[src/hw/chgreg_pkg.sv]
// Package with offsets, field positions and reset values of the charger register bank.
package chgreg_pkg;

    // ====================================================================
    // Register offsets
    localparam logic [7:0] CHGREG_CTRL_OFS  = 8'h01;
    localparam logic [7:0] CHGREG_BATV_OFS  = 8'h02;
    localparam logic [7:0] CHGREG_IDENT_OFS = 8'h03;
    localparam logic [7:0] CHGREG_CURR_OFS  = 8'h04;

    // ====================================================================
    // Reset values
    localparam logic [7:0] CHGREG_CTRL_RST  = 8'h30;
    localparam logic [7:0] CHGREG_BATV_RST  = 8'h0a;
    localparam logic [7:0] CHGREG_CURR_RST  = 8'h01;
    localparam logic [7:0] CHGREG_UNMAPPED  = 8'hff;

    // ====================================================================
    // Field positions
    localparam int CHGREG_LIMIT_LSB    = 6;
    localparam int CHGREG_WEAK_LSB     = 4;
    localparam int CHGREG_TERM_EN_BIT  = 3;
    localparam int CHGREG_CHG_DIS_BIT  = 2;
    localparam int CHGREG_HIZ_BIT      = 1;
    localparam int CHGREG_BOOST_BIT    = 0;
    localparam int CHGREG_VREG_LSB     = 2;
    localparam int CHGREG_OTG_POL_BIT  = 1;
    localparam int CHGREG_OTG_PIN_ENABLE_BIT   = 0;
    localparam int CHGREG_RESET_BIT    = 7;
    localparam int CHGREG_CHG_SNS_LSB  = 3;
    localparam int CHGREG_VENDOR_LSB   = 5;
    localparam int CHGREG_PART_LSB     = 3;

    // ====================================================================
    // Identification defaults; the values are arbitrary.
    localparam logic [2:0] CHGREG_VENDOR_DEF = 3'h5;
    localparam logic [1:0] CHGREG_PART_A_DEF = 2'h2;
    localparam logic [1:0] CHGREG_PART_B_DEF = 2'h1;
    localparam logic [2:0] CHGREG_REV_DEF    = 3'h6;

endpackage : chgreg_pkg

[src/hw/chgreg_bank.sv]
// Configuration register bank of a single-cell charger behind a serial register port.
//
// Contract
// - Control bits 7:6 pick input limit 100, 500, 800 mA or none.
// - Control bits 5:4 set weak-battery threshold 3.4 V plus 100 mV steps.
// - Control bit 3 set enables current-based charge termination; resets zero.
// - Control bit 2 set disables the charger; resets zero, charger enabled.
// - Control bit 1 set selects high-impedance power path; resets zero.
// - Control bit 0 selects boost when set; inert on non-boost variants.
// - Battery bits 7:2 code regulation 3.5 V plus 20 mV steps, default 3.54 V.
// - Battery bit 1 sets OTG pin active level; one is high; resets one.
// - Battery bit 0 enables the OTG pin; resets zero; boost variants only.
// - Identification is read-only: vendor 7:5, address-based part 4:3, revision 2:0.
// - Writing one to current bit 7 resets the charger; reads zero.
// - Current bits 6:3 set charge sense; bit 3 unused on three-bit variants.
// - Current bits 2:0 set termination sense; bits 2 and 1 reset zero.
// - Reset loads 30h control, 0Ah battery voltage, 01h current register.
// - A write takes effect at the acknowledge falling edge after data.
// - Reading any unimplemented location returns FFh.
`timescale 1ns/1ps

module chgreg_bank
    import chgreg_pkg::*;
#(
    parameter bit         BOOST_CAPABLE = 1'b1,
    parameter bit         FOUR_BIT_CHG  = 1'b0,
    parameter logic [1:0] LIMIT_RST     = 2'h0,
    parameter logic [2:0] VENDOR_CODE   = CHGREG_VENDOR_DEF,
    parameter logic [1:0] PART_CODE_A   = CHGREG_PART_A_DEF,
    parameter logic [1:0] PART_CODE_B   = CHGREG_PART_B_DEF,
    parameter logic [2:0] REVISION_CODE = CHGREG_REV_DEF
) (
    input  wire logic       clk_sys,
    input  wire logic       arst_n,
    input  wire logic       ack_fall,
    input  wire logic [7:0] reg_addr,
    input  wire logic [7:0] wr_data,
    input  wire logic       rd_req,
    input  wire logic       addr_select,
    input  wire logic       otg_pin,
    output logic      [7:0] rd_data_q,
    output logic            rd_valid_q,
    output logic      [1:0] input_current_limit,
    output logic      [1:0] weak_battery_threshold,
    output logic            termination_enable,
    output logic            charger_disable,
    output logic            high_impedance_select,
    output logic            boost_select,
    output logic      [5:0] regulation_voltage_code,
    output logic            otg_pin_polarity,
    output logic            otg_pin_enable,
    output logic      [3:0] charge_sense_code,
    output logic      [2:0] termination_sense_code,
    output logic            otg_request_q,
    output logic            charger_reset_q
);

    // ====================================================================
    // Reset synchroniser
    logic       rst_meta_q;
    logic       rst_n_q;

    always_ff @(posedge clk_sys or negedge arst_n) begin
        if (!arst_n) begin
            rst_meta_q <= 1'b0;
            rst_n_q    <= 1'b0;
        end else begin
            rst_meta_q <= 1'b1;
            rst_n_q    <= rst_meta_q;
        end
    end

    // ====================================================================
    // Write decode
    logic [1:0] part_q;
    logic       wr_ctrl;
    logic       wr_batv;
    logic       wr_curr;

    // One compare serves every strobe, so a new offset cannot split them apart.
    function automatic logic chgreg_hit(input logic [7:0] addr, input logic [7:0] ofs);
        chgreg_hit = (addr == ofs);
    endfunction : chgreg_hit

    assign wr_ctrl = ack_fall && chgreg_hit(reg_addr, CHGREG_CTRL_OFS);
    assign wr_batv = ack_fall && chgreg_hit(reg_addr, CHGREG_BATV_OFS);
    assign wr_curr = ack_fall && chgreg_hit(reg_addr, CHGREG_CURR_OFS);

    // ====================================================================
    // Charger control fields
    logic [1:0] limit_q;
    logic [1:0] weak_q;
    logic       term_en_q;
    logic       chg_dis_q;
    logic       hiz_q;
    logic       boost_q;

    always_ff @(posedge clk_sys or negedge rst_n_q) begin
        if (!rst_n_q) begin
            limit_q <= LIMIT_RST;
        end else if (wr_ctrl) begin
            limit_q <= wr_data[CHGREG_LIMIT_LSB +: 2];
        end
    end

    always_ff @(posedge clk_sys or negedge rst_n_q) begin
        if (!rst_n_q) begin
            weak_q <= CHGREG_CTRL_RST[CHGREG_WEAK_LSB +: 2];
        end else if (wr_ctrl) begin
            weak_q <= wr_data[CHGREG_WEAK_LSB +: 2];
        end
    end

    always_ff @(posedge clk_sys or negedge rst_n_q) begin
        if (!rst_n_q) begin
            term_en_q <= CHGREG_CTRL_RST[CHGREG_TERM_EN_BIT];
        end else if (wr_ctrl) begin
            term_en_q <= wr_data[CHGREG_TERM_EN_BIT];
        end
    end

    always_ff @(posedge clk_sys or negedge rst_n_q) begin
        if (!rst_n_q) begin
            chg_dis_q <= CHGREG_CTRL_RST[CHGREG_CHG_DIS_BIT];
        end else if (wr_ctrl) begin
            chg_dis_q <= wr_data[CHGREG_CHG_DIS_BIT];
        end
    end

    always_ff @(posedge clk_sys or negedge rst_n_q) begin
        if (!rst_n_q) begin
            hiz_q <= CHGREG_CTRL_RST[CHGREG_HIZ_BIT];
        end else if (wr_ctrl) begin
            hiz_q <= wr_data[CHGREG_HIZ_BIT];
        end
    end

    always_ff @(posedge clk_sys or negedge rst_n_q) begin
        if (!rst_n_q) begin
            boost_q <= CHGREG_CTRL_RST[CHGREG_BOOST_BIT];
        end else if (wr_ctrl) begin
            boost_q <= wr_data[CHGREG_BOOST_BIT];
        end
    end

    // ====================================================================
    // Battery voltage fields
    logic [5:0] vreg_q;
    logic       otg_pol_q;
    logic       otg_pin_enable_q;

    always_ff @(posedge clk_sys or negedge rst_n_q) begin
        if (!rst_n_q) begin
            vreg_q <= CHGREG_BATV_RST[CHGREG_VREG_LSB +: 6];
        end else if (wr_batv) begin
            vreg_q <= wr_data[CHGREG_VREG_LSB +: 6];
        end
    end

    always_ff @(posedge clk_sys or negedge rst_n_q) begin
        if (!rst_n_q) begin
            otg_pol_q <= CHGREG_BATV_RST[CHGREG_OTG_POL_BIT];
        end else if (wr_batv) begin
            otg_pol_q <= wr_data[CHGREG_OTG_POL_BIT];
        end
    end

    always_ff @(posedge clk_sys or negedge rst_n_q) begin
        if (!rst_n_q) begin
            otg_pin_enable_q <= CHGREG_BATV_RST[CHGREG_OTG_PIN_ENABLE_BIT];
        end else if (wr_batv) begin
            otg_pin_enable_q <= wr_data[CHGREG_OTG_PIN_ENABLE_BIT];
        end
    end

    // ====================================================================
    // Current sense fields
    logic [3:0] chg_sns_q;
    logic [2:0] term_sns_q;

    always_ff @(posedge clk_sys or negedge rst_n_q) begin
        if (!rst_n_q) begin
            chg_sns_q <= CHGREG_CURR_RST[CHGREG_CHG_SNS_LSB +: 4];
        end else if (wr_curr) begin
            chg_sns_q <= wr_data[CHGREG_CHG_SNS_LSB +: 4];
        end
    end

    always_ff @(posedge clk_sys or negedge rst_n_q) begin
        if (!rst_n_q) begin
            term_sns_q <= CHGREG_CURR_RST[2:0];
        end else if (wr_curr) begin
            term_sns_q <= wr_data[2:0];
        end
    end

    always_ff @(posedge clk_sys or negedge rst_n_q) begin
        if (!rst_n_q) begin
            charger_reset_q <= 1'b0;
        end else begin
            charger_reset_q <= wr_curr && wr_data[CHGREG_RESET_BIT];
        end
    end

    function automatic logic [1:0] chgreg_part(input logic strap);
        chgreg_part = strap ? PART_CODE_A : PART_CODE_B;
    endfunction : chgreg_part

    // The part code follows the bus address strap, sampled on every clock after reset release.
    always_ff @(posedge clk_sys or negedge rst_n_q) begin
        if (!rst_n_q) begin
            part_q <= 2'h0;
        end else begin
            part_q <= chgreg_part(addr_select);
        end
    end

    // ====================================================================
    // Control outputs
    assign input_current_limit     = limit_q;
    assign weak_battery_threshold  = weak_q;
    assign termination_enable      = term_en_q;
    assign charger_disable         = chg_dis_q;
    assign high_impedance_select   = hiz_q;
    assign boost_select            = BOOST_CAPABLE && boost_q;
    assign regulation_voltage_code = vreg_q;
    assign otg_pin_polarity        = otg_pol_q;
    assign otg_pin_enable          = BOOST_CAPABLE && otg_pin_enable_q;
    // unused bit masked on three-bit variants
    assign charge_sense_code       = {chg_sns_q[3:1], FOUR_BIT_CHG && chg_sns_q[0]};
    assign termination_sense_code  = term_sns_q;

    // An ignored OTG pin must never request boost, so the enable gates the match.
    // OTG pin qualification
    always_ff @(posedge clk_sys or negedge rst_n_q) begin
        if (!rst_n_q) begin
            otg_request_q <= 1'b0;
        end else begin
            otg_request_q <= otg_pin_enable && (otg_pin == otg_pin_polarity);
        end
    end

    // ====================================================================
    // Register images as the host reads them
    logic [7:0] ctrl_img;
    logic [7:0] batv_img;
    logic [7:0] curr_img;

    assign ctrl_img = {limit_q, weak_q, term_en_q, chg_dis_q, hiz_q, boost_q};
    assign batv_img = {vreg_q, otg_pol_q, otg_pin_enable_q};
    assign curr_img = {1'b0, chg_sns_q, term_sns_q};

    // ====================================================================
    // Read path
    logic [7:0] rd_mux;

    function automatic logic [7:0] chgreg_ident(input logic [1:0] part);
        chgreg_ident = {VENDOR_CODE, part, REVISION_CODE};
    endfunction : chgreg_ident

    always_comb begin
        unique case (reg_addr)
            CHGREG_CTRL_OFS:  rd_mux = ctrl_img;
            CHGREG_BATV_OFS:  rd_mux = batv_img;
            CHGREG_IDENT_OFS: rd_mux = chgreg_ident(part_q);
            CHGREG_CURR_OFS:  rd_mux = curr_img;
            default:          rd_mux = CHGREG_UNMAPPED;
        endcase
    end

    // identification has no write path, so its writes simply vanish.
    always_ff @(posedge clk_sys or negedge rst_n_q) begin
        if (!rst_n_q) begin
            rd_data_q <= CHGREG_UNMAPPED;
        end else if (rd_req) begin
            rd_data_q <= rd_mux;
        end
    end

    // The strobe marks the one cycle in which fresh read data first stands.
    always_ff @(posedge clk_sys or negedge rst_n_q) begin
        if (!rst_n_q) begin
            rd_valid_q <= 1'b0;
        end else begin
            rd_valid_q <= rd_req;
        end
    end

endmodule : chgreg_bank

[config.mk]
export PLATFORM = sky130hd
export DESIGN_NAME = chgreg_bank
export DESIGN_NICKNAME = d
export VERILOG_FILES = /design/src/hw/chgreg_pkg.sv /design/src/hw/chgreg_bank.sv
export SDC_FILE = /design/constraint.sdc
export NUM_CORES = 1
export LEC_CHECK = 0
export ABC_AREA = 0
export BUFFER_PORTS_ARGS = -buffer_cell sky130_fd_sc_hd__buf_2
export CAP_MARGIN = 20
export CORE_MARGIN = 3
export CORE_UTILIZATION = 40
export DETAILED_ROUTE_END_ITERATION = 8
export GPL_ROUTABILITY_DRIVEN = 0
export HOLD_SLACK_MARGIN = 0.12
export PLACE_DENSITY = 0.7
export SETUP_SLACK_MARGIN = 0.2
export SYNTH_ARGS = -nofsm -noshare
export SYNTH_HDL_FRONTEND = slang
export SYNTH_SLANG_ARGS = --single-unit
export TNS_END_PERCENT = 20
[constraint.sdc]
create_clock -name clk_sys -period 2.07 [get_ports clk_sys]
set_clock_uncertainty 0.15 [all_clocks]
set_input_delay 0.207 -clock clk_sys [delete_from_list [all_inputs] [get_ports clk_sys]]
set_output_delay 0.207 -clock clk_sys [all_outputs]
set_load 0.01 [all_outputs]
# --- After elaboration in Yosys (flattened, before gate mapping) ---
# Cells that the tools add are included.
totals:
  ff_bits: 38
  out_inout_bits: 34
classes:
  n_eq_ne: 5
  muxes: 2
  reduce_logical: 5
ops:
  columns: ["cell", "count"]
  rows:
  - ["8-bit case mux with 4 select lines", 1]
  - ["8-bit by 2-bit equality test with 1-bit output (second input constant)", 2]
  - ["8-bit by 1-bit equality test with 1-bit output (second input constant)", 1]
  - ["8-bit by 3-bit equality test with 1-bit output (second input constant)", 1]
  - ["1-bit logical AND", 5]
  - ["2-bit two-way mux", 1]
  - ["1-bit equality test", 1]

# --- Logic depth before layout (Yosys ltp) ---
# Gate-level depths: netlist of the first run.
logic_depth:
  depth_word: 3
  mapped_depth: 6
  ltp_nobuf: 4

# --- Least setup slack after synthesis of the first run ---
# No wires, ideal clock.
synth_path:
  kind: "input -> register"
  startpoint: "input reg_addr[1]"
  endpoint: "register boost_q (netlist: boost_select)"
  setup_ns: 0.125
  arrival_time_ns: 1.493
  t_required_ns: 1.795
  slack_ns: 0.302
  path_stages: 5
  n_path_buf: 1
  cell_sequence: "buf_6 > or4_4 > nor4b_4 > nand2_4 > mux2_2"
synth_between:
  elab_chain_cells: 2
synth_lines:
  columns: ["item", "line_no", "text"]
  rows:
  - ["from (decl)", "chgreg_bank.sv:36", "input wire logic [7:0] reg_addr,"]
  - ["8-bit by 1-bit equality test with 1-bit output", "chgreg_bank.sv:82", "chgreg_hit = (addr == ofs);"]
  - ["1-bit logical AND", "chgreg_bank.sv:85", "assign wr_ctrl = ack_fall && chgreg_hit(reg_addr, CHGREG_CTRL_OFS);"]
  - ["to (signal assigned)", "chgreg_bank.sv:140", "boost_q <= CHGREG_CTRL_RST[CHGREG_BOOST_BIT];"]
  - ["to (signal assigned)", "chgreg_bank.sv:142", "boost_q <= wr_data[CHGREG_BOOST_BIT];"]
  - ["to (decl)", "chgreg_bank.sv:96", "logic boost_q;"]
# Every way passes these cells.
# A chain may end at the register's enable or synchronous reset.

# --- Worst setup path after layout of the first run ---
layout_path:
  startpoint: "input reg_addr[4]"
  endpoint: "register limit_q[0] (netlist: input_current_limit[0])"
layout_between:
  elab_chain_cells: 2
layout_lines:
  columns: ["item", "line_no", "text"]
  rows:
  - ["8-bit by 1-bit equality test with 1-bit output", "chgreg_bank.sv:82", null]
  - ["1-bit logical AND", "chgreg_bank.sv:85", null]
  - ["to (signal assigned)", "chgreg_bank.sv:102", "limit_q <= wr_data[CHGREG_LIMIT_LSB +: 2];"]
  - ["to (decl)", "chgreg_bank.sv:91", "logic [1:0] limit_q;"]
# Every way passes these cells.

==> metrics.md, run 1 <==
| Metric | Value |
|---|---|
| Post-synth top area cell | dfrtp_1 |
| Post-synth cell types | 34 |
| CTS Root Cell | clkbuf_8 |
| RR Startpoint | regulation_voltage_code[5] |
| Initial antenna violation count | 0 |
| TritonCTS clock tree | yes |
| Clk sink count | 38 |
| Wire length per cell | 15.6 microns |
| Setup WS pre-CTS | 0.0497 ns |
| Hold Crit Start | reg_addr[2] |
| Min setup slack post-route | 0.325 ns |
| Number of flops mapped to enable cells by yosys | 0 |
| Max_slew headroom | 0.644 |
| Post-Syn Instances | 133 |
| Routed wire length | 3980 microns |
| Leak | 1.12 nW |
| Die span in x | 71.7 microns |
| Most frequent cells in the layout | 54 x buf_2, 25 x mux2_2, 25 x dfrtp_1 |
| Seq/Total Area, Yosys | 0.560 |
| Peak supply drop | 0.406 mV |
| Yosys Warn Count | 0 |
| Max clock buf depth | 2 |
| Postcts setup bufs | 0 |
| Num rows | 23 |
| Setup-failing EPs final | 0 |
| Fillers | 355 |
| Worst Max-Slew Pin Slew | 0.528 ns |
| Die Y | 71.7 microns |
| Setup Total Neg Slack | 0 ns |
| Net Count, Synth | 155 |
| H-tree depth | 2 |
| Max cap viols | 0 |
| # resized after CTS | 0 |
| ANT nets after route | 0 |
| DRC | 0 |
| Crit Path Class | primary input to flop |
| Top FF cell, synth | dfrtp_1 |
| CP startpoint kind | primary input |
| Clock Pin Slew Worst Setup and Hold Paths | 0.08 ns |
| Layout net count | 226 |
| Port-buffer cells | 54 |
| Status | finished clean |
| Worst Path Buf+Inv | 1 |
| Via total after detailed routing | 1316 |
| Slowest Stage Delay on Critical Path | 0.56 ns |
| Diodes inserted | 0 |
| Pins over their slew limit | 0 |
| Area grow syn2layout | 32.9% |
| Cell family contributing the most delay on the critical path | simple AND/OR/NAND/NOR gates |
| Cell area after synthesis | 1730 sq um |
| Worst-skew pair later-pin latency | 0.29 ns |
| Initial Util | 0.423 |
| Yosys top cell area share | 0.362 |
| Worst Path Arrival | 1.77 ns |
| TritonCTS buffer count | 5 |
| Final min period | 1.74 ns |
| Worst Setup End Kind | flop |
| IO Count | 56 |
| Cts hold-fix bufs | 14 |
| PD cells | 692 nW/um^2 |
| HP Class | primary input to flop |
| RSZ-0062 raised after global routing | no |
| Worst-path cell chain | buf_2, or4_4, nor4b_4, nand2_4, mux2_2 |
| Drt first pass iters | 4 |
| Period utilization | 0.843 |
| Post-synthesis async set-or-reset flop share | 1.00 |
| Mapped Avg Cell Area | 13.0 sq um |
| Worst path required time | 2.10 ns |
| Global-route usage over all layers | 0.168 |
| Design Area, Final | 2300 sq um |
| Core Region | 4090 sq um |
| Remaining global-route overflow | 0 |
| Worst-path fanout max | 8 |
| Final-report hold violation count | 0 |
| Pin count of the biggest net entering global routing | 20 |
| CP Launch Point | reg_addr[4] |
| Vias in the first global route | 1441 |
| Die area | 5140 sq um |
| First-pass GRT wire length | 6760 microns |
| DP Area | 2040 sq um |
| Drt initial violations | 63 |
| Area contributors post-synth | dfrtp_1 36%, dfstp_2 20%, mux2_2 16%, a22o_1 2.5%, a32oi_1 2.5% |
| Post-DP HPWL | 3080 microns |
| Crit-path slowest cell | or4_4 |
| Fmax | 573 MHz |
| Share of cells above drive strength 1 | 0.551 |
| Via/cell ratio | 5.16 |
| Synth Register Bits | 38 |
| Commonest non-fill, non-tap cell in the layout | buf_2 |
-- metal layers --
| metal | up-vias | track usage | wire [microns] |
|---|---|---|---|
| li1 | 623 | - | - |
| met1 | 649 | 0.187 | 1510 |
| met2 | 38 | 0.311 | 2150 |
| met3 | 6 | 0.0491 | 280 |
| met4 | 0 | 0.0418 | 38 |
| met5 | - | 0 | 0 |
-- cells in the mapped netlist (2+ instances only) --
cell / n
dfrtp_1: 25
mux2_2: 25
dfstp_2: 13
nor2_1: 11
a21oi_1: 7
a22o_1: 5
a32oi_1: 5
nor2b_1: 5
buf_4: 4
clkbuf_1: 3
a22oi_1: 2
a31oi_1: 2
conb_1: 2
inv_1: 2
nand3_2: 2
nand3b_1: 2
-- cells by family (layout without fill, tap and decap cells) --
group	count (synthesis)	in the layout	share of synthesized area
flops	38	38	0.560
buf+inv	11	83	0.0369
mux	25	25	0.163
compound gates	23	23	0.0963
simple gates	32	32	0.130
other cells	2	2	0.00435
xor+xnor	2	2	0.0101
-- power by group --
part / leakage [nW] / total [mW] / switching [mW] / internal (mW)
clock network: 0.0504 / 0.619 / 0.260 / 0.358
registers: 0.470 / 0.797 / 0.0199 / 0.777
logic: 0.595 / 0.173 / 0.0868 / 0.0863
-- cell type report --
type | count | area (sq um) | share of cell area
tap | 50 | 62.6 | 0.0272
inverter | 2 | 7.51 | 0.00327
clock inverter | 3 | 45.0 | 0.0196
clock buffer | 5 | 68.8 | 0.0300
timing repair buffer | 73 | 448 | 0.195
sequential | 38 | 967 | 0.421
multi-input combinational | 84 | 697 | 0.304
-- sequential cells by signal, indices dropped and copies added (netlist names), 2 cells and up --
register and cells:
regulation_voltage_code 6, weak_battery_threshold 2, part_q 2, chg_sns_q 4
input_current_limit 2, termination_sense_code 3, rd_data_q 8
-- stage by stage --
| stage | power [mW] | utilization | hold WS (ns) | instances |
|---|---|---|---|---|
| 3_3_place_gp | 0.960 | 0.500 | -0.158 | 233 |
| 5_1_grt | 1.66 | 0.562 | 0.187 | 255 |
| 3_5_place_dp | 0.965 | 0.500 | -0.156 | 233 |
| 4_1_cts | 1.61 | 0.562 | 0.164 | 255 |
| 2_1_floorplan | 0.893 | - | -0.239 | 133 |
| 6_report | 1.59 | 0.562 | 0.170 | 255 |
-- worst register-to-register path, stage by stage (launching register included) --
cell and delay (ns):
dfrtp_1 0.37, and3b_1 0.16, a21oi_1 0.03, or3b_2 0.45, a21oi_1 0.15
-- final timing paths --
kind / endpoint / slack (ns) / depth (start not counted)
worst min-delay path: rd_data_q[4] / 0.17 / 3
worst min register to register: rst_n_q / 0.20 / 0
min in group asynchronous: chg_sns_q[2] / 0.60 / 2
worst max register to register: rd_data_q[7] / 0.69 / 4
worst max-delay path: input_current_limit[0] / 0.33 / 5
max in group asynchronous: rd_data_q[5] / 0.90 / 2
Note: power is estimated with default switching activity, not from simulation.
==> run 2: changes to the inputs <==
--- a/config.mk
+++ b/config.mk
@@ -13,7 +13,7 @@
 export DETAILED_ROUTE_END_ITERATION = 8
 export GPL_ROUTABILITY_DRIVEN = 0
 export HOLD_SLACK_MARGIN = 0.12
-export PLACE_DENSITY = 0.7
+export PLACE_DENSITY = 0.73
 export SETUP_SLACK_MARGIN = 0.2
 export SYNTH_ARGS = -nofsm -noshare
 export SYNTH_HDL_FRONTEND = slang
==> constraint.sdc (replaced) <==
create_clock -name clk_sys -period 1.6 [get_ports clk_sys]
set_clock_uncertainty 0.15 [all_clocks]
set_input_delay 0.16 -clock clk_sys [delete_from_list [all_inputs] [get_ports clk_sys]]
set_output_delay 0.16 -clock clk_sys [all_outputs]
set_load 0.01 [all_outputs]
==> run 2 against run 1 <==
Against the previous run:
- combinational power is 43% higher
- global-route usage is 0.14 points higher
- wire length is 1.1% higher
- sequential power is 29% higher
- sequential share of layout area is 2.6 points lower
- clock-buffer cell count stayed put
- first-iteration DRC count is 22% lower
- non-clock buffer count is 14 higher
- cell count is 5.5% higher
- total power is 30% higher
- setup slack worse by 0.31 ns
- utilization is 3.7 points higher
==> metrics.md, run 2 (same netlist as run 1, synthesis figures left out) <==
| Metric | Value |
|---|---|
| Status | finished clean |
| Max cap viols | 0 |
| First-pass GRT wire length | 6750 microns |
| Final min period | 1.58 ns |
| Fillers | 341 |
| Post-DP HPWL | 2960 microns |
| Pins over their slew limit | 0 |
| R2r worst-path depth | 4 |
| Design Area, Final | 2450 sq um |
| Diodes inserted | 0 |
| RR Startpoint | regulation_voltage_code[5] |
| H-tree depth | 2 |
| Crit Path Class | primary input to flop |
| RSZ-0062 raised after global routing | yes |
| CP Launch Point | reg_addr[4] |
| Setup slack, reg-to-reg | 0.21 ns |
| Via/cell ratio | 5.09 |
| Area grow syn2layout | 41.6% |
| Global-route layer with the greatest usage | met2 |
| Clock Pin Slew Worst Setup and Hold Paths | 0.07 ns |
| Share of cells above drive strength 1 | 0.580 |
| Worst-path fanout max | 8 |
| Leak | 1.20 nW |
| DRC | 0 |
| Most frequent cells in the layout | 52 x buf_2, 25 x dfrtp_1, 24 x mux2_2 |
| Placed cell count | 244 |
| Worst Setup End Kind | flop |
| Crit-path slowest cell | or4_4 |
| PD cells | 843 nW/um^2 |
| HP Class | primary input to flop |
| Routing usage on met1 | 0.214 |
| Remaining global-route overflow | 0 |
| Hold endpoint | rd_data_q[3] |
| DP Area | 2120 sq um |
| IO Count | 56 |
| Global-route usage over all layers | 0.169 |
| CP startpoint kind | primary input |
| Max clock buf depth | 2 |
| Num rows | 23 |
| Worst-skew pair later-pin latency | 0.29 ns |
| ANT nets after route | 0 |
| GR Layer Usage met3 | 0.0491 |
| Met2 Usage GRT | 0.273 |
| Fmax | 632 MHz |
| Peak supply drop | 0.661 mV |
| Core Region | 4090 sq um |
| Slowest Stage Delay on Critical Path | 0.55 ns |
| TritonCTS buffer count | 5 |
| Port-buffer cells | 54 |
| Final-report hold violation count | 0 |
| Drt initial violations | 49 |
| Worst Path Buf+Inv | 1 |
| TritonCTS clock tree | yes |
| Layout net count | 240 |
| Period utilization | 0.988 |
| Wire length per cell | 15.0 microns |
| Clk sink count | 38 |
| Most flop-heavy register | rd_data_q |
| Hold Crit Start | reg_addr[2] |
| Die area | 5140 sq um |
| Die span in x | 71.7 microns |
| Commonest non-fill, non-tap cell in the layout | buf_2 |
| Routed wire length | 4020 microns |
| CTS Root Cell | clkbuf_8 |
| Die Y | 71.7 microns |
| Setup-failing EPs final | 0 |
| Drt first pass iters | 4 |
| Worst path required time | 1.63 ns |
| Initial Util | 0.423 |
| Final Util | 0.599 |
| Finished Layout Cells | 269 |
| Worst-path cell chain | buf_6, or4_4, nor4b_4, nand2_4, mux2_4 |
| Worst R2R End | rd_data_q[7] |
| Vias in the first global route | 1416 |
| Worst hold stages | 3 |
| Max reg flops | 8 |
| Cell family contributing the most delay on the critical path | simple AND/OR/NAND/NOR gates |
| Pin count of the biggest net entering global routing | 19 |
| Worst Path Arrival | 1.61 ns |
| Initial antenna violation count | 0 |
| Via total after detailed routing | 1369 |
[run 2: cell count changes in the layout (fill, tap and decap cells not counted)]
cell | before | now
buf_6 | 0 | 3
nand3_4 | 0 | 2
a22oi_1 | 2 | 0
mux2_4 | 0 | 1
buf_4 | 5 | 16
mux2_2 | 25 | 24
clkinvlp_4 | 2 | 0
dlygate4sd3_1 | 14 | 16
nand3_2 | 2 | 0
a22oi_2 | 0 | 2
buf_2 | 54 | 52
clkinv_2 | 0 | 2
[run 2: power breakdown]
part / internal (mW) / switching (mW) / total [mW] / leakage, nW
logic: 0.128 / 0.118 / 0.247 / 0.674
registers: 1.01 / 0.0258 / 1.03 / 0.470
clock network: 0.458 / 0.326 / 0.784 / 0.0579
total: 1.59 / 0.470 / 2.06 / 1.20
[run 2: worst max-delay path by stage]
stage	cells past startpoint	slack (ns)	endpoint
2_1_floorplan	5	-0.12	boost_select
3_3_place_gp	5	-0.32	termination_enable
3_5_place_dp	5	-0.32	boost_select
4_1_cts	5	-0.01	boost_select
5_1_grt	5	-0.01	boost_select
6_report	5	0.02	boost_select
[run 2: what timing repair did]
item | in CTS | in global routing
hold endpoints to repair | 61 | 0
pin swaps | 7 | 9
cloned | 0 | 0
setup buffers | 1 | 0
setup endpoints to repair | 29 | 32
hold buffers | 16 | 0
resized for setup | 8 | 0
[run 2: stage by stage]
step / setup TNS, ns / setup slack (ns) / power [mW] / hold slack (ns)
after detailed placement: -7.23 / -0.321 / 1.26 / -0.203
after global placement: -6.67 / -0.322 / 1.26 / -0.204
after CTS: -0.0121 / -0.0121 / 2.08 / 0.183
final: 0 / 0.0184 / 2.06 / 0.181
after global routing: -0.0105 / -0.0105 / 2.16 / 0.190
after floorplan: -1.48 / -0.121 / 1.16 / -0.286
[run 2: area by class of cell]
type | instances | area [sq um] | share of cell area
Inverter | 2 | 7.51 | 0.00307
Tap cell | 50 | 62.6 | 0.0256
Clock buffer | 5 | 68.8 | 0.0281
Clock inverter | 3 | 40.0 | 0.0164
Timing Repair Buffer | 87 | 574 | 0.235
Multi-Input combinational cell | 84 | 726 | 0.297
Sequential cell | 38 | 967 | 0.395
[run 2: per-layer routing]
metal | part of all wire | vias up
met2 | 0.48 | 42
met5 | 0 | -
li1 | - | 648
met3 | 0.054 | 11
met1 | 0.44 | 668
met4 | 0.024 | 0
[run 2: worst register-to-register path: stages, from the launching register on]
cell and delay (ns):
dfrtp_1 0.37, and3b_1 0.16, a21oi_1 0.04, or3b_2 0.44, a21oi_1 0.15
